### src/design/utxb_defines.svh
// Purpose: Offsets, field positions, reset values and counts of the transmit channel
// Assumes: Register port with a 4-bit address and 8-bit data
// Notes: Definitions only
`ifndef UTXB_DEFINES_SVH
`define UTXB_DEFINES_SVH

// ----------------------------------------
// Register offsets
// ----------------------------------------
`define UTXB_ADDR_HOLD 4'h0
`define UTXB_ADDR_IRQ_EN 4'h1
`define UTXB_ADDR_IRQ_ST 4'h2
`define UTXB_ADDR_FIFO_CTL 4'h3
`define UTXB_ADDR_LCR 4'h4
`define UTXB_ADDR_MODEM_CTL 4'h5
`define UTXB_ADDR_LINE_ST 4'h6
`define UTXB_ADDR_DLL 4'h7
`define UTXB_ADDR_DIV_HI 4'h8

// ----------------------------------------
// Field positions
// ----------------------------------------
`define UTXB_IRQ_EN_RX 0
`define UTXB_IRQ_EN_TX 1
`define UTXB_IRQ_ST_NONE 0
`define UTXB_IRQ_ST_TX 1
`define UTXB_IRQ_ST_RX 2
`define UTXB_FIFO_EN 0
`define UTXB_FIFO_TXCLR 2
`define UTXB_FIFO_DMA 3
`define UTXB_LCR_STOP2 2
`define UTXB_LCR_PEN 3
`define UTXB_LCR_EVEN 4
`define UTXB_LINE_THRE 5
`define UTXB_LINE_TEMT 6
`define UTXB_MODEM_PRE4 7

// ----------------------------------------
// Reset values and counts
// ----------------------------------------
`define UTXB_RST_BYTE 8'h00
`define UTXB_RST_PIN_HIGH 1'b1
`define UTXB_FIFO_DEPTH 5'h10
`define UTXB_BIT_LAST 4'hf
`define UTXB_PRE_LAST 2'h3

`endif

### src/design/utxb_pkg.sv
// Purpose: Types shared by the transmit channel modules
// Assumes: Nothing beyond the defines header
// Notes: All state of the channel and of the baud generator is one packed struct each; the byte store keeps a plain array
package utxb_pkg;

    // ----------------------------------------
    // Transmitter sequencer
    // ----------------------------------------
    typedef enum logic [2:0] {TX_IDLE, TX_LOAD, TX_START, TX_DATA, TX_PAR, TX_STOP} utxb_tx_state_type;

    // ----------------------------------------
    // Status handed over by the receiver
    // ----------------------------------------
    typedef struct packed {
        logic [4:0] level;
        logic trig_hit;
        logic timeout;
    } utxb_rx_stat_type;

    // ----------------------------------------
    // Channel state
    // ----------------------------------------
    typedef struct packed {
        logic [7:0] irq_en;
        logic [7:0] fifo_ctl;
        logic [7:0] lcr;
        logic [7:0] modem_ctl;
        logic [7:0] dll;
        logic [7:0] div_hi;
        logic [3:0] wp;
        logic [3:0] rp;
        logic [4:0] cnt;
        utxb_tx_state_type st;
        logic [7:0] shf;
        logic [2:0] bitn;
        logic [3:0] tcnt;
        logic par;
        logic line;
        logic [7:0] rdata;
        logic tx_rdy_n;
        logic rx_rdy_n;
        logic rx_flag;
        logic irq;
    } utxb_chan_state_type;

    // ----------------------------------------
    // Baud generator state
    // ----------------------------------------
    typedef struct packed {
        logic sync1;
        logic sync2;
        logic prev;
        logic [1:0] pre;
        logic [15:0] div;
        logic tick;
    } utxb_baud_state_type;

endpackage : utxb_pkg

### src/design/utxb_mem.sv
// Purpose: Byte store behind the transmit FIFO
// Assumes: One write port, one read port, same clock
// Notes: Read data come out of a register one cycle after the address
`timescale 1ns/100ps
module utxb_mem #(
    parameter int WIDTH = 8,
    parameter int DEPTH = 16,
    parameter int AW = 4
) (
    // Clock
    input wire logic clk,
    // Write side
    input wire logic we,
    input wire logic [AW-1:0] waddr,
    input wire logic [WIDTH-1:0] wdata,
    // Read side
    input wire logic [AW-1:0] raddr,
    output logic [WIDTH-1:0] rdata
);

    logic [WIDTH-1:0] mem [DEPTH];

    // Storage has no reset; pointers decide what is valid
    always_ff @(posedge clk) begin
        if (we) begin
            mem[waddr] <= wdata;
        end
        rdata <= mem[raddr];
    end

endmodule : utxb_mem

### src/design/utxb_baud.sv
// Purpose: Prescaler and divisor giving the 16x tick of one channel
// Assumes: osc_in is far slower than clk and unrelated to it
// Notes: Divisor zero stops the tick
`timescale 1ns/100ps
`include "utxb_defines.svh"
module utxb_baud (
    // Clock and reset
    input wire logic clk,
    input wire logic rst,
    // Oscillator pin
    input wire logic osc_in,
    // Settings
    input wire logic pre4,
    input wire logic [15:0] divisor,
    // Output
    output logic tick
);

    utxb_pkg::utxb_baud_state_type s_reg, s_next;
    logic osc_rise;
    logic pre_en;

    // ----------------------------------------
    // Next state
    // ----------------------------------------
    // Pin passes two flops before the edge detector looks at it
    always_comb begin
        s_next = s_reg;
        s_next.sync1 = osc_in;
        s_next.sync2 = s_reg.sync1;
        s_next.prev = s_reg.sync2;
        s_next.tick = 1'b0;
        osc_rise = s_reg.sync2 && !s_reg.prev;
        pre_en = osc_rise && (!pre4 || s_reg.pre == `UTXB_PRE_LAST);
        if (osc_rise) begin
            s_next.pre = s_reg.pre + 2'h1;
        end
        if (pre_en && divisor != 16'h0000) begin
            if (s_reg.div >= divisor - 16'h0001) begin
                s_next.div = 16'h0000;
                s_next.tick = 1'b1;
            end else begin
                s_next.div = s_reg.div + 16'h0001;
            end
        end
    end

    // Register
    always_ff @(posedge clk or posedge rst) begin
        if (rst) begin
            s_reg <= '0;
        end else begin
            s_reg <= s_next;
        end
    end

    assign tick = s_reg.tick;
endmodule : utxb_baud

### src/design/utxb_chan.sv
// Purpose: Transmit path, baud divisor and ready/interrupt pins of one serial channel
// Assumes: Receiver of the same channel supplies level, trigger and timeout on clk
// Notes: Non-FIFO mode uses the same store with room for one byte
//
// Chosen here: strobed register access and the register addresses.
`timescale 1ns/100ps
`include "utxb_defines.svh"

// Behaviour
// - FIFO on, block mode off: receive-ready low while receive FIFO holds data
// - Block mode: receive-ready falls on trigger or timeout, rises when FIFO empties
// - FIFO on, block mode off: transmit-ready low only while transmit FIFO empty
// - Block mode: transmit-ready low while any free location, high when full
// - Interrupt pin high when holding register or transmit FIFO is empty and enable bit 1 is set
// - Receive interrupt: above trigger with FIFO, one byte held without FIFO
// - Baud generator runs from the oscillator pin; register access needs no oscillator
// - Input clock divided by 16-bit divisor 1..65535 to form the 16x tick
// - Divisor is high byte register joined with low byte register
// - One baud tick times both transmitter and receiver
// - Shifter sends one bit per sixteen 16x ticks
// - Character is start, data bits, optional parity, then stop bits
// - Bit 0 of each written byte goes out first
// - Holding register write pushes one byte into the 16-entry FIFO
// - Non-FIFO: holding-empty flag set when byte moves into the shifter
// - Holding-empty raises status bit 1 interrupt only when enable bit 1 set
// - Non-FIFO: transmitter-empty flag set only after the shifter finishes
// - FIFO mode: holding-empty when FIFO empty; transmitter-empty when both empty
// - Prescaler divides by 1 or 4; by 1 when modem control bit 7 clear
module utxb_chan (
    // Clock and reset
    input wire logic clk,
    input wire logic rst,
    // Register port
    input wire logic [3:0] addr,
    input wire logic [7:0] wdata,
    input wire logic wr,
    input wire logic rd,
    output logic [7:0] rdata,
    // Oscillator pin
    input wire logic osc_in,
    // Receiver status
    input wire utxb_pkg::utxb_rx_stat_type rx_stat,
    // Serial line and pins
    output logic tx_out,
    output logic tx_ready_n,
    output logic rx_ready_n,
    output logic irq_chan_a,
    output logic baud_tick16
);

    utxb_pkg::utxb_chan_state_type s_reg, s_next;
    logic tick;
    logic [7:0] mem_rdata;
    logic fifo_en;
    logic dma;
    logic empty;
    logic full;
    logic push;
    logic pop;
    logic clear;
    logic bit_end;
    logic thre;
    logic temt;
    logic tx_irq;
    logic rx_irq;
    logic [4:0] limit;
    logic [2:0] last_bit;
    logic [7:0] mask;

    // ----------------------------------------
    // Baud generator and byte store
    // ----------------------------------------
    // Divisor formed from the two byte registers
    utxb_baud u_baud (
        .clk(clk),
        .rst(rst),
        .osc_in(osc_in),
        .pre4(s_reg.modem_ctl[`UTXB_MODEM_PRE4]),
        .divisor({s_reg.div_hi, s_reg.dll}),
        .tick(tick)
    );

    utxb_mem #(
        .WIDTH(8),
        .DEPTH(16),
        .AW(4)
    ) u_mem (
        .clk(clk),
        .we(push),
        .waddr(s_reg.wp),
        .wdata(wdata),
        .raddr(s_reg.rp),
        .rdata(mem_rdata)
    );

    // ----------------------------------------
    // Derived conditions
    // ----------------------------------------
    // Mode bits and store levels
    assign fifo_en = s_reg.fifo_ctl[`UTXB_FIFO_EN];
    assign dma = fifo_en && s_reg.fifo_ctl[`UTXB_FIFO_DMA];
    assign empty = s_reg.cnt == 5'h00;
    assign full = s_reg.cnt == `UTXB_FIFO_DEPTH;
    assign limit = fifo_en ? `UTXB_FIFO_DEPTH : 5'h01;
    assign bit_end = tick && s_reg.tcnt == `UTXB_BIT_LAST;
    assign last_bit = 3'h4 + {1'b0, s_reg.lcr[1:0]}; // Index of the final data bit, 4..7
    assign mask = 8'hff >> (2'h3 - s_reg.lcr[1:0]);

    // Flags in the line status register
    assign thre = empty;
    assign temt = empty && s_reg.st == utxb_pkg::TX_IDLE;

    // Interrupt sources
    assign tx_irq = s_reg.irq_en[`UTXB_IRQ_EN_TX] && thre;
    assign rx_irq = s_reg.irq_en[`UTXB_IRQ_EN_RX]
        && (fifo_en ? (rx_stat.trig_hit || rx_stat.timeout) : rx_stat.level != 5'h00);

    // ----------------------------------------
    // Next state
    // ----------------------------------------
    // Register writes, store bookkeeping, shifter and pins
    always_comb begin
        s_next = s_reg;
        s_next.rdata = 8'h00;
        clear = 1'b0;
        pop = 1'b0;
        // Over-full writes are dropped; in non-FIFO mode the host waits for empty
        push = wr && addr == `UTXB_ADDR_HOLD && s_reg.cnt < limit;

        // Register writes
        if (wr) begin
            case (addr)
                `UTXB_ADDR_IRQ_EN: begin
                    s_next.irq_en = wdata;
                end
                `UTXB_ADDR_FIFO_CTL: begin
                    // Toggling the enable also flushes, so stale bytes never leak across modes
                    clear = wdata[`UTXB_FIFO_TXCLR] || wdata[`UTXB_FIFO_EN] != fifo_en;
                    s_next.fifo_ctl = wdata;
                    s_next.fifo_ctl[`UTXB_FIFO_TXCLR] = 1'b0;
                end
                `UTXB_ADDR_LCR: begin
                    s_next.lcr = wdata;
                end
                `UTXB_ADDR_MODEM_CTL: begin
                    s_next.modem_ctl = wdata;
                end
                `UTXB_ADDR_DLL: begin
                    s_next.dll = wdata;
                end
                `UTXB_ADDR_DIV_HI: begin
                    s_next.div_hi = wdata;
                end
                default: begin
                end
            endcase
        end

        // Register reads, answered one cycle later
        if (rd) begin
            case (addr)
                `UTXB_ADDR_IRQ_EN: begin
                    s_next.rdata = s_reg.irq_en;
                end
                `UTXB_ADDR_IRQ_ST: begin
                    s_next.rdata[`UTXB_IRQ_ST_NONE] = !(tx_irq || rx_irq);
                    s_next.rdata[`UTXB_IRQ_ST_TX] = tx_irq;
                    s_next.rdata[`UTXB_IRQ_ST_RX] = rx_irq;
                end
                `UTXB_ADDR_LCR: begin
                    s_next.rdata = s_reg.lcr;
                end
                `UTXB_ADDR_MODEM_CTL: begin
                    s_next.rdata = s_reg.modem_ctl;
                end
                `UTXB_ADDR_LINE_ST: begin
                    s_next.rdata[`UTXB_LINE_THRE] = thre;
                    s_next.rdata[`UTXB_LINE_TEMT] = temt;
                end
                `UTXB_ADDR_DLL: begin
                    s_next.rdata = s_reg.dll;
                end
                `UTXB_ADDR_DIV_HI: begin
                    s_next.rdata = s_reg.div_hi;
                end
                default: begin
                end
            endcase
        end

        // Bit timer runs on the shared 16x tick
        if (tick && s_reg.st != utxb_pkg::TX_IDLE && s_reg.st != utxb_pkg::TX_LOAD) begin
            s_next.tcnt = s_reg.tcnt + 4'h1;
        end

        // Shifter sequence; idle waits a cycle so the store read settles
        unique case (s_reg.st)
            utxb_pkg::TX_IDLE: begin
                if (!empty) begin
                    s_next.st = utxb_pkg::TX_LOAD;
                end
            end
            utxb_pkg::TX_LOAD: begin
                pop = 1'b1;
                s_next.shf = mem_rdata;
                s_next.par = ^(mem_rdata & mask) ^ !s_reg.lcr[`UTXB_LCR_EVEN];
                s_next.tcnt = 4'h0;
                s_next.line = 1'b0;
                s_next.st = utxb_pkg::TX_START;
            end
            utxb_pkg::TX_START: begin
                if (bit_end) begin
                    s_next.bitn = 3'h0;
                    s_next.line = s_reg.shf[0];
                    s_next.st = utxb_pkg::TX_DATA;
                end
            end
            utxb_pkg::TX_DATA: begin
                if (bit_end) begin
                    s_next.shf = s_reg.shf >> 1;
                    if (s_reg.bitn == last_bit) begin
                        s_next.bitn = 3'h0;
                        if (s_reg.lcr[`UTXB_LCR_PEN]) begin
                            s_next.line = s_reg.par;
                            s_next.st = utxb_pkg::TX_PAR;
                        end else begin
                            s_next.line = 1'b1;
                            s_next.st = utxb_pkg::TX_STOP;
                        end
                    end else begin
                        s_next.bitn = s_reg.bitn + 3'h1;
                        s_next.line = s_reg.shf[1];
                    end
                end
            end
            utxb_pkg::TX_PAR: begin
                if (bit_end) begin
                    s_next.line = 1'b1;
                    s_next.st = utxb_pkg::TX_STOP;
                end
            end
            utxb_pkg::TX_STOP: begin
                if (bit_end) begin
                    if (s_reg.lcr[`UTXB_LCR_STOP2] && s_reg.bitn == 3'h0) begin
                        s_next.bitn = 3'h1;
                    end else begin
                        s_next.st = utxb_pkg::TX_IDLE;
                    end
                end
            end
        endcase

        // Store pointers and level
        if (clear) begin
            s_next.wp = 4'h0;
            s_next.rp = 4'h0;
            s_next.cnt = 5'h00;
        end else begin
            if (push) begin
                s_next.wp = s_reg.wp + 4'h1;
            end
            if (pop) begin
                s_next.rp = s_reg.rp + 4'h1;
            end
            if (push && !pop) begin
                s_next.cnt = s_reg.cnt + 5'h01;
            end else if (pop && !push) begin
                s_next.cnt = s_reg.cnt - 5'h01;
            end
        end

        // Transmit-ready pin
        if (dma) begin
            s_next.tx_rdy_n = full;
        end else begin
            s_next.tx_rdy_n = !empty;
        end

        // Receive-ready pin; a new trigger wins over the empty clear
        if (rx_stat.trig_hit || rx_stat.timeout) begin
            s_next.rx_flag = 1'b1;
        end else if (rx_stat.level == 5'h00) begin
            s_next.rx_flag = 1'b0;
        end
        if (dma) begin
            s_next.rx_rdy_n = !s_reg.rx_flag;
        end else begin
            s_next.rx_rdy_n = rx_stat.level == 5'h00;
        end

        // Interrupt pin
        s_next.irq = tx_irq || rx_irq;
    end

    // ----------------------------------------
    // Register
    // ----------------------------------------
    // Reset leaves the line idle high and the receive pin showing no data
    always_ff @(posedge clk or posedge rst) begin
        if (rst) begin
            s_reg <= '0;
            s_reg.line <= `UTXB_RST_PIN_HIGH;
            s_reg.rx_rdy_n <= `UTXB_RST_PIN_HIGH;
        end else begin
            s_reg <= s_next;
        end
    end

    // Outputs straight from flops
    assign rdata = s_reg.rdata;
    assign tx_out = s_reg.line;
    assign tx_ready_n = s_reg.tx_rdy_n;
    assign rx_ready_n = s_reg.rx_rdy_n;
    assign irq_chan_a = s_reg.irq;
    assign baud_tick16 = tick;
endmodule : utxb_chan

### config.mk
export PLATFORM = sky130hd
export DESIGN_NAME = utxb_chan
export DESIGN_NICKNAME = d
export VERILOG_FILES = /design/src/design/utxb_pkg.sv /design/src/design/utxb_mem.sv /design/src/design/utxb_baud.sv /design/src/design/utxb_chan.sv
export VERILOG_INCLUDE_DIRS = /design/src /design/src/design
export SDC_FILE = /design/constraint.sdc
export NUM_CORES = 1
export LEC_CHECK = 0
export ABC_AREA = 1
export BUFFER_PORTS_ARGS = -buffer_cell sky130_fd_sc_hd__buf_2
export CORE_MARGIN = 2
export CORE_UTILIZATION = 34
export CTS_BUF_LIST = sky130_fd_sc_hd__clkbuf_4
export CTS_CLUSTER_DIAMETER = 60
export DETAILED_ROUTE_END_ITERATION = 10
export PLACE_DENSITY = 0.49
export SYNTH_ARGS = -nofsm -noshare
export SYNTH_HDL_FRONTEND = slang
export SYNTH_SLANG_ARGS = --single-unit
### constraint.sdc
create_clock -name clk -period 8.7 [get_ports clk]
set_input_delay 1.305 -clock clk [delete_from_list [all_inputs] [get_ports clk]]
set_output_delay 1.305 -clock clk [all_outputs]
set_load 0.005 [all_outputs]
# Word level (Yosys, flattened, before mapping)
# Memory sizes are Yosys's and may differ from the RTL's. A register that Yosys moved wholly into a read port is not among the register bits.
# Index checks and enable logic that the tools add are counted.
# Widths: inputs -> output; s select.
word_totals:
  regBits: 110
  mem_bits_rw: 128
  inputBits: 24
  output_inout_bits: 13
  elab_cells: 171
  mem_count: 1
classes:
  addsub: 11
  magnitude_cmp: 2
  n_eq_ne: 27
  shift: 1
  muxes: 47
  bitwise: 2
  n_reduce_logical: 54
mem_list:
  columns: ["name", "depth", "width", "rd", "rd_ports_with_merged_regs", "wr", "line", "source"]
  rows:
  - ["u_mem.mem", 16, 8, 1, 1, 1, "utxb_mem.sv:21", "logic [WIDTH-1:0] mem [DEPTH];"]
op_table:
  columns: ["operator", "n"]
  rows:
  - ["$pmux 3 s6", 2]
  - ["$mux 3", 10]
  - ["$mux 5", 4]
  - ["$mux 1", 18]
  - ["$add 16x1->16 const B", 1]
  - ["$eq 4x3->1 const B", 4]
  - ["$ge 16x16->1", 1]
  - ["$mux 16", 1]
  - ["$ne 2x2->1 const B", 8]
  - ["$pmux 8 s2", 1]
  - ["$reduce_bool 16->1", 1]
  - ["$sub 16x1->16 const B", 1]
  - ["$logic_and 1x1->1", 15]
  - ["$mux 14", 1]
  - ["$reduce_and 2->1", 7]
  - ["$mux 13", 1]
  - ["$add 4x1->4 const B", 3]
  - ["$mux 4", 3]
  - ["$pmux 2 s6", 1]
  - ["$logic_not 5->1", 2]
  - ["$pmux 2 s5", 1]
  - ["$reduce_bool 2->1", 5]
  - ["$pmux 3 s3", 1]
  - ["$reduce_bool 3->1", 3]
  - ["other kinds (34)", 49]

# Depth between registers and ports, before layout
# Gate-level depths: netlist of run 1.
logic_depth:
  ltp_word: 8
  mapped_depth: 17
  ltp_nobuf: 16

# Hierarchy
# From an unflattened synthesis of run 1, not the netlist that was laid out.
unflattened:
  hier_cells: 1424
  area_unflattened_um2: 12338.1
by_module_without_submodules:
  columns: ["module", "instances", "cells_each", "area_per_inst_um2", "seq_area_each_um2"]
  rows:
  - ["utxb_mem", 1, 551, 5766.8, 4003.8]
  - ["utxb_chan", 1, 594, 4576.9, 2179.6]
  - ["utxb_baud", 1, 279, 1994.4, 550.5]

# Worst setup path after synthesis of run 1
# No wires, ideal clock.
synth_timing:
  path_kind: "in2reg"
  startpoint: "input port addr[0]"
  endpoint: "register s_reg[36] (netlist bit)"
  arrival_time_ns: 2.776
  path_slack_ns: 5.807
  path_stages: 11
  path_buffers: 0
  cell_sequence: "nor2_2 -> inv_1 -> nor3_2 -> nand3_2 -> ha_1 -> a21oi_1 -> nand2_1 -> xor2_1 -> xor2_1 -> nand2_1 -> nand2_1"
synth_via:
  elab_chain_cells: 6
  word_cells_on_any_way: 12
synth_rtl:
  columns: ["item", "line", "source"]
  rows:
  - ["from (decl)", "utxb_chan.sv:34", "input wire logic [3:0] addr,"]
  - ["$logic_not 4->1 (no line)", null, null]
  - ["$logic_and 1x1->1 (no line)", null, null]
  - ["$logic_and 1x1->1", "utxb_chan.sv:128", "push = wr && addr == `UTXB_ADDR_HOLD && s_reg.cnt < limit;"]
  - ["$logic_and 1x1->1 or $logic_not 1->1 (tied branches)", "utxb_chan.sv:265, utxb_chan.sv:267", null]
  - ["$mux 5 or $logic_and 1x1->1 (tied branches)", "utxb_chan.sv:265, utxb_chan.sv:267", null]
  - ["$mux 13 or $reduce_bool 3->1 (tied branches)", null, null]
  - ["to (signal assigned)", "utxb_chan.sv:305", "s_reg <= s_next;"]
  - ["to (decl)", "utxb_chan.sv:51", "utxb_pkg::utxb_chan_state_type s_reg, s_next;"]
# Several ways; a longest one is shown, not always the timed one.
# A chain may end at the register's enable or synchronous reset.

# Final worst setup path of run 1
layout_timing:
  startpoint: "register s_reg[53] (netlist bit)"
  endpoint: "register u_baud.s_reg[15] (netlist bit)"
layout_via:
  elab_chain_cells: 3
  word_cells_on_any_way: 5
layout_rtl:
  columns: ["item", "line", "source"]
  rows:
  - ["$sub 16x1->16", "utxb_baud.sv:39", "if (s_reg.div >= divisor - 16'h0001) begin"]
  - ["$ge 16x16->1", "utxb_baud.sv:39", null]
  - ["$mux 16", "utxb_baud.sv:39", null]
  - ["to (signal assigned)", "utxb_baud.sv:53", "s_reg <= s_next;"]
  - ["to (decl)", "utxb_baud.sv:19", "utxb_pkg::utxb_baud_state_type s_reg, s_next;"]
# Several ways; a longest one is shown, not always the timed one.

==> impl_metrics.json, run 1 <==
{
  "status": "complete, no violations",
  "hpwl_um": 19410,
  "setup_viol": 0,
  "cts_made_buffers": 70,
  "synth.largest_area_cell": "edfxtp_1",
  "wl_per_cell_um": 16.93,
  "cp_max_fo": 14,
  "final_antenna_net_count": 0,
  "dr_total_vias": 8458,
  "core_area_sq_um": 33280,
  "leakagePower_nw": 5.435,
  "final_nets": 1294,
  "drtPass1Iterations": 5,
  "drive_above_1_share": 0.1544,
  "timing.hold.ws_ns": 0.3460,
  "cts_resized": 0,
  "relSlewSlack": 0.3847,
  "powerDensity_nw_per_um2": 288.1,
  "totalWireLength_um": 29430,
  "path_clk_slew_ns": 0.07,
  "synth_cell_types": 45,
  "largest_reg_flops": 128,
  "post_cts_buffers": 0,
  "gp_congestion": 0.8052,
  "multiInputGateArea_sq_um": 4043,
  "grt_pass1_wl_um": 47210,
  "rows": 67,
  "overflow": 0,
  "arrival_ns": 3.49,
  "cts_tree": "yes",
  "fin_ws_ns": 5.762,
  "irDropWorstVdd_mv": 0.1292,
  "htreeDepth": 3,
  "grt_usage": 0.1734,
  "numPortBuffers": 36,
  "initial_utilization": 0.3435,
  "yosys_warnings": 0,
  "ff_latch_area_sq_um": 6735,
  "tightest_slew_ns": 0.9220,
  "synth_area_per_cell_sq_um": 9.796,
  "critical_path_class": "flop to flop",
  "hp-class": "flop to flop",
  "grt_max_degree": 73,
  "clock-sinks": 245,
  "fillCellCount": 3396,
  "clock_path_buffers": 3,
  "post-place-ws_ns": 5.210,
  "fmax_mhz": 340.4,
  "drt_iter0_drc": 473,
  "hold_violations": 0,
  "clock_latency_ns": 0.70,
  "synth_area_sq_um": 11430,
  "die_y_um": 187.4,
  "slew_viol_final": 0,
  "synth_top_area_share": 0.3362,
  "final.min_clock_period_ns": 2.938,
  "fin_setup_tns_ns": 0,
  "netlist_top_cells_area": "edfxtp_1 (34%), dfrtp_1 (23%), nand2_1 (7.5%)",
  "min_period_over_period": 0.3377,
  "ys_ff_latch": 245,
  "grt_pass1_vias": 8625,
  "io_pins": 37,
  "syn_to_final_growth_pct": 12.76,
  "cp.required_ns": 9.26,
  "vias_per_cell": 4.867,
  "synthCells": 1167,
  "holdBufCountCts": 0,
  "rsz0062_at_grt": "no",
  "syn_nets": 1223,
  "die-area_sq_um": 35110,
  "antenna_found_initial": 1,
  "drv_cap": 0,
  "fp.dieW_um": 187.4,
  "synth-seq-area-share": 0.5890,
  "p_total_mw": 3.714,
  "remaining_drc_errors": 0,
  "start_kind": "flop",
  "cp-end-kind": "flop",
  "fin_skew_ns": 0.06225,
  "cts_root_buf": "clkbuf_4"
}
## synth_stat cells (all sizes together)
master and instances:
a21o 1, ha 31, fa 1, a31oi 7
a22o 1, nor4 1, o21ai 139, nand2 235
xnor2 12, dfstp 2, mux2 1, nand4 11
nand3 52, o22ai 11, clkbuf 22, o211ai 14
o21a 1, xor2 19, nor2 154, a21oi 22
nand3b 2, buf 19, or2 1, o21bai 8
dfxtp 8, nor3 15, o221ai 26, edfxtp 128
dfrtp 107, inv 115, a41oi 1
## layer usage
layer  global-route usage  routed length, um  up-vias
met5                    0                  0        -
met4              0.08086               1049        0
met3              0.03358               1244       76
met2               0.2875              14170      187
met1               0.2193              12960     4033
li1                     -                  -     4162
## cells in the final DEF, fill, tap and decap left out, types with 10 or more instances in the layout
| cell type | instances |
|---|---|
| nand2_1 | 229 |
| nor2_1 | 134 |
| o21ai_0 | 134 |
| edfxtp_1 | 128 |
| dfrtp_1 | 106 |
| inv_1 | 105 |
| clkbuf_4 | 100 |
| nand3_1 | 50 |
| buf_2 | 36 |
| ha_1 | 31 |
| o221ai_1 | 26 |
| a21oi_1 | 21 |
| nor2_2 | 19 |
| xor2_1 | 19 |
| nor3_1 | 14 |
| o211ai_1 | 14 |
| xnor2_1 | 12 |
| clkinv_1 | 12 |
| o22ai_1 | 11 |
| nand4_1 | 11 |
| inv_2 | 10 |
## cells by family after synthesis
| kind of cell | synth area share |
|---|---|
| xor+xnor | 0.02375 |
| flops | 0.5890 |
| simple gates | 0.1749 |
| mux | 0.0009849 |
| fa+ha+maj | 0.03568 |
| compound gates | 0.1183 |
| buf+inv | 0.05735 |
## worst max-delay path, cell delays in order, from the launching register on
cell     delay [ns]
dfrtp_1        0.38
inv_1          0.14
ha_1           0.22
nand2_2        0.10
nor2_1         0.28
nand4_1        0.17
xnor2_1        0.17
inv_1          0.06
ha_1           0.27
nand2_1        0.08
nor3_1         0.28
nand2_1        0.09
nand3_1        0.13
nand2_2        0.09
inv_2          0.28
nor2_1         0.09
## metrics by stage
step / cell area [sq um] / std cells / utilization
detailed placement: 11980 / 1614 / 0.3601
finish: 12890 / 1738 / 0.3873
global route: 12890 / 1738 / 0.3873
global placement: 11980 / 1614 / 0.3601
floorplan: 11430 / 1167 / -
CTS: 12890 / 1737 / 0.3873
## power breakdown
group          switching [mW]  internal [mW]  total (mW)
clock network           0.506          0.592        1.10
logic                   0.729          0.362        1.09
registers               0.150           1.37        1.52
total                    1.39           2.33        3.71
## worst paths after layout
kind	startpoint	to	slack (ns)	cells after the start
worst max-delay path	s_reg[53]	u_baud.s_reg[15]	5.76	15
worst min-delay path	u_baud.s_next[20]	u_baud.s_next[19]	0.35	0
worst max register to register	s_reg[53]	u_baud.s_reg[15]	5.76	15
worst min register to register	u_baud.s_next[20]	u_baud.s_next[19]	0.35	0
max in group asynchronous	rst	s_reg[37]	6.64	3
min in group asynchronous	rst	s_reg[28]	0.66	2
## layout make-up
type,count,area share
diodes,1,0.0001941
well taps,448,0.04348
clock buffers,100,0.05824
clock inverters,23,0.01204
repair buffers,40,0.01631
flip-flops and latches,245,0.5225
inverters,115,0.03368
multi-input cells,766,0.3136
Power figures use the tool's default switching activity.
==> inputs of run 2 (changes only) <==
Clock period 8.7 ns to 3.1 ns, I/O delays scaled along.
==> impl_metrics.json, run 2 (synthesized netlist as in run 1, its figures left out) <==
{
  "critical_path_class": "flop to flop",
  "clock_path_buffers": 3,
  "cp-end-kind": "flop",
  "cp_max_fo": 14,
  "hpwl_um": 18900,
  "numPortBuffers": 36,
  "drtPass1Iterations": 5,
  "fin_setup_tns_ns": 0,
  "cts_tree": "yes",
  "cp.required_ns": 3.63,
  "grt_pass1_wl_um": 46150,
  "clock-sinks": 245,
  "setup_viol": 0,
  "initial_utilization": 0.3435,
  "drive_above_1_share": 0.1748,
  "die_y_um": 187.4,
  "final_nets": 1321,
  "fp.dieW_um": 187.4,
  "fmax_mhz": 374.4,
  "antenna_found_initial": 1,
  "hold_violations": 0,
  "post_cts_buffers": 0,
  "die-area_sq_um": 35110,
  "cts_made_buffers": 68,
  "drt_iter0_drc": 490,
  "leakagePower_nw": 5.600,
  "status": "complete, no violations",
  "syn_to_final_growth_pct": 15.10,
  "slew_viol_final": 0,
  "htreeDepth": 3,
  "rows": 67,
  "clock_latency_ns": 0.68,
  "overflow": 0,
  "cts_root_buf": "clkbuf_4",
  "arrival_ns": 3.20,
  "io_pins": 37,
  "slowest_stage": "dfrtp_1",
  "final_common_cell": "nand2_1",
  "wl_per_cell_um": 16.20,
  "post-place-ws_ns": 0.2404,
  "cp_cell_sequence": "nor2_1, nand2_1, nor3_1, nand3_1, nor3_1, xnor2_1, ha_1, nand2_1, nor3_1, nand2_1, nand3_1, nand2_2, inv_4, nor2_2",
  "worst-path-buf-inv": 1,
  "post_dp_cell_area_sq_um": 12180,
  "drv_cap": 0,
  "vias_per_cell": 4.784,
  "fin_ws_ns": 0.4291,
  "final_area_sq_um": 13160,
  "remaining_drc_errors": 0,
  "grt_usage": 0.1675,
  "dr_total_vias": 8444,
  "largest_reg_flops": 128,
  "powerDensity_nw_per_um2": 795.2,
  "gp_congestion": 0.7962,
  "fin_skew_ns": 0.03239,
  "grt_pass1_vias": 8547,
  "grt_max_degree": 67,
  "rsz0062_at_grt": "no",
  "min_period_over_period": 0.8616,
  "core_area_sq_um": 33280,
  "cpLargestDelayFamily": "simple AND/OR/NAND/NOR gates",
  "start_kind": "flop",
  "hp-class": "primary input to flop",
  "path_clk_slew_ns": 0.06,
  "totalWireLength_um": 28590,
  "final_antenna_net_count": 0,
  "tightest_slew_ns": 0.7108,
  "relSlewSlack": 0.5262,
  "final.min_clock_period_ns": 2.671,
  "final_cell_mix": "nand2_1 (229), o21ai_0 (134), nor2_1 (133)",
  "max_stage_delay_ns": 0.46,
  "irDropWorstVdd_mv": 0.3557
}
-- run 2: cell types whose count changed in the layout (fill, tap and decap cells not counted) --
cell,delta
buf_4,+24
dlygate4sd3_1,+4
clkinvlp_4,+1
clkinv_2,-4
clkinv_1,-8
clkbuf_4,+9
inv_1,+1
nor2_2,+1
buf_12,+1
inv_2,-1
nor2_1,-1
-- run 2: power by group --
part / internal [mW] / switching [mW] / total [mW]
logic: 1.05 / 2.06 / 3.11
registers: 3.86 / 0.376 / 4.24
clock network: 1.76 / 1.36 / 3.12
-- run 2: path summary, 6_finish.rpt --
check                                  startpoint           endpoint  slack [ns]  cells after the start
worst max-delay path                    s_reg[55]    u_baud.s_reg[7]        0.43                     14
worst min-delay path                   rx_stat[4]         rx_ready_n        0.06                      4
worst max register to register          s_reg[55]    u_baud.s_reg[7]        0.43                     14
worst min register to register  u_baud.s_next[20]  u_baud.s_next[19]        0.36                      0
min in group asynchronous                     rst   u_baud.s_reg[14]        0.44                      3
max in group asynchronous                     rst         rx_ready_n        1.90                      4
-- run 2: through the flow --
step	utilization	total power, mW	cells	hold WS, ns
after CTS	0.3952	10.63	1764	0.004363
after global routing	0.3954	11.27	1765	0.009251
after global placement	0.3661	7.386	1639	0.3327
after floorplan	-	6.465	1167	0.3312
final	0.3954	10.46	1765	0.05956
after detailed placement	0.3661	7.440	1639	0.3529
-- run 2: worst min-delay path, cell delays in order --
cell and delay [ns]:
buf_2 0.07, nor3_1 0.05, nand3_1 0.05, o21ai_0 0.07
-- run 2: area by class of cell --
class | count | area [sq um]
fillers | 3374 | 20120
flip-flops and latches | 245 | 6735
multi-input cells | 766 | 4045
clock buffers | 109 | 818.3
well taps | 448 | 560.5
repair buffers | 69 | 450.4
inverters | 115 | 437.9
clock inverters | 12 | 108.9
diodes | 1 | 2.502
-- run 2: what timing repair did --
| action | 4_1_cts | 5_1_grt |
|---|---|---|
| resized for setup | 0 | 3 |
| setup endpoints to repair | 0 | 14 |
| hold endpoints to repair | 27 | 0 |
| hold buffers | 4 | 0 |
-- run 2: metal layers --
layer	vias to the layer above	global-route usage	part of all wire
met5	-	0	0
met4	0	0.06511	0.020
met3	47	0.03302	0.041
met2	178	0.2804	0.49
met1	4007	0.2142	0.45
li1	4212	-	-
==> inputs of run 3 (changes only) <==
Settings changed: CORE_UTILIZATION 34 to 35, PLACE_DENSITY 0.49 to 0.5.
==> impl_metrics.json, run 3 (synthesized netlist as in run 1, its figures left out) <==
{
  "start_kind": "flop",
  "setup_viol": 0,
  "die_y_um": 184.7,
  "initial_utilization": 0.3532,
  "grt_pass1_vias": 8292,
  "io_pins": 37,
  "core_area_sq_um": 32370,
  "critical_path_class": "flop to flop",
  "p_total_mw": 10.37,
  "drive_above_1_share": 0.1718,
  "leakagePower_nw": 5.581,
  "die-area_sq_um": 34130,
  "gp_congestion": 0.7979,
  "post-place-ws_ns": 0.2101,
  "clock_path_buffers": 3,
  "rows": 66,
  "max_stage_delay_ns": 0.37,
  "fp.dieW_um": 184.7,
  "fin_setup_tns_ns": 0,
  "wl_met3_um": 1047,
  "final_cell_mix": "nand2_1 (229), o21ai_0 (134), nor2_1 (133)",
  "rsz0062_at_grt": "no",
  "powerDensity_nw_per_um2": 788.7,
  "final_common_cell": "nand2_1",
  "final_antenna_net_count": 0,
  "htreeDepth": 3,
  "cts_root_buf": "clkbuf_4",
  "largest_reg_flops": 128,
  "relSlewSlack": 0.5311,
  "wl_met2_um": 13700,
  "cp.required_ns": 3.61,
  "cp-end-kind": "flop",
  "numPortBuffers": 36,
  "min_period_over_period": 0.8501,
  "slowest_stage": "dfrtp_1",
  "drv_cap": 0,
  "routed.top_layer": "met4",
  "slew_viol_final": 0,
  "dr_total_vias": 8373,
  "irDropWorstVdd_mv": 0.4506,
  "cts_made_buffers": 69,
  "grt_pass1_wl_um": 44880,
  "vias_per_cell": 4.776,
  "placed_cells": 1631,
  "overflow": 0,
  "antenna_found_initial": 1,
  "final_cells": 1753,
  "cp_cell_sequence": "inv_1, ha_1, nand2_2, nor2_2, nand4_1, xnor2_1, inv_1, ha_1, nand2_1, nor3_1, nand2_1, nand3_1, nand2_2, inv_4, nor2_2",
  "final_nets": 1322,
  "syn_to_final_growth_pct": 15.02,
  "post_dp_cell_area_sq_um": 12170,
  "grt_max_degree": 67,
  "drtPass1Iterations": 5,
  "drt_iter0_drc": 520,
  "cp_max_fo": 14,
  "status": "complete, no violations",
  "hp-class": "primary input to flop",
  "final.min_clock_period_ns": 2.635,
  "fin_ws_ns": 0.4648,
  "clock_latency_ns": 0.68,
  "fin_skew_ns": 0.05506,
  "tightest_slew_ns": 0.7008,
  "cts_tree": "yes",
  "remaining_drc_errors": 0,
  "arrival_ns": 3.15,
  "totalWireLength_um": 28090,
  "wl_met1_um": 12770,
  "grt_usage": 0.1713,
  "clock-sinks": 245,
  "final_area_sq_um": 13150,
  "wl_per_cell_um": 16.03,
  "fmax_mhz": 379.5,
  "hold_violations": 0,
  "hpwl_um": 18740,
  "path_clk_slew_ns": 0.06
}
## run 3: final timing paths
path | from | endpoint | slack [ns] | cells after the start
setup / recovery | s_reg[53] | u_baud.s_reg[4] | 0.46 | 15
hold / removal | rx_stat[2] | rx_ready_n | 0.06 | 4
setup reg to reg | s_reg[53] | u_baud.s_reg[4] | 0.46 | 15
hold reg to reg | u_baud.s_next[19] | u_baud.s_reg[19] | 0.39 | 0
max in group asynchronous | rst | rx_ready_n | 1.90 | 4
min in group asynchronous | rst | s_reg[46] | 0.44 | 3
## run 3: power breakdown
part / switching (mW) / internal (mW) / leakage, nW
clock: 1.33 / 1.73 / 0.533
sequential: 0.375 / 3.86 / 2.61
combinational: 2.02 / 1.05 / 2.44
## run 3: critical path, delay by kind of cell (launching register included)
kind	cells	cell delay, ns
simple gates	9	1.07
buf+inv	3	0.38
xor+xnor	1	0.15
flops	1	0.37
fa+ha+maj	2	0.50
## run 3: per-layer routing
layer | track usage | up-vias
met4 | 0.05810 | 0
met5 | 0 | -
met3 | 0.03379 | 50
met2 | 0.2866 | 145
li1 | - | 4197
met1 | 0.2221 | 3981
## run 3: area by class of cell
class | instances | area, sq um
clock buffers | 108 | 810.8
clock inverters | 7 | 91.34
fillers | 3281 | 19220
inverters | 115 | 437.9
diodes | 1 | 2.502
multi-input cells | 766 | 4050
flip-flops and latches | 245 | 6735
well taps | 442 | 553.0
repair buffers | 69 | 467.9
## run 3: per-stage QoR
| step | hold slack [ns] | util |
|---|---|---|
| after floorplan | 0.3312 | - |
| after global placement | 0.3624 | 0.3761 |
| after detailed placement | 0.3729 | 0.3761 |
| after CTS | 0.002874 | 0.4058 |
| after global routing | 0.04796 | 0.4062 |
| final | 0.06221 | 0.4062 |
## run 3: what timing repair did
| item | 4_1_cts | 5_1_grt |
|---|---|---|
| endpoints found under the hold margin | 27 | 0 |
| resized for setup | 0 | 4 |
| endpoints found under the setup margin | 0 | 14 |
| hold buffers | 6 | 0 |
| buffers inserted | 0 | 0 |
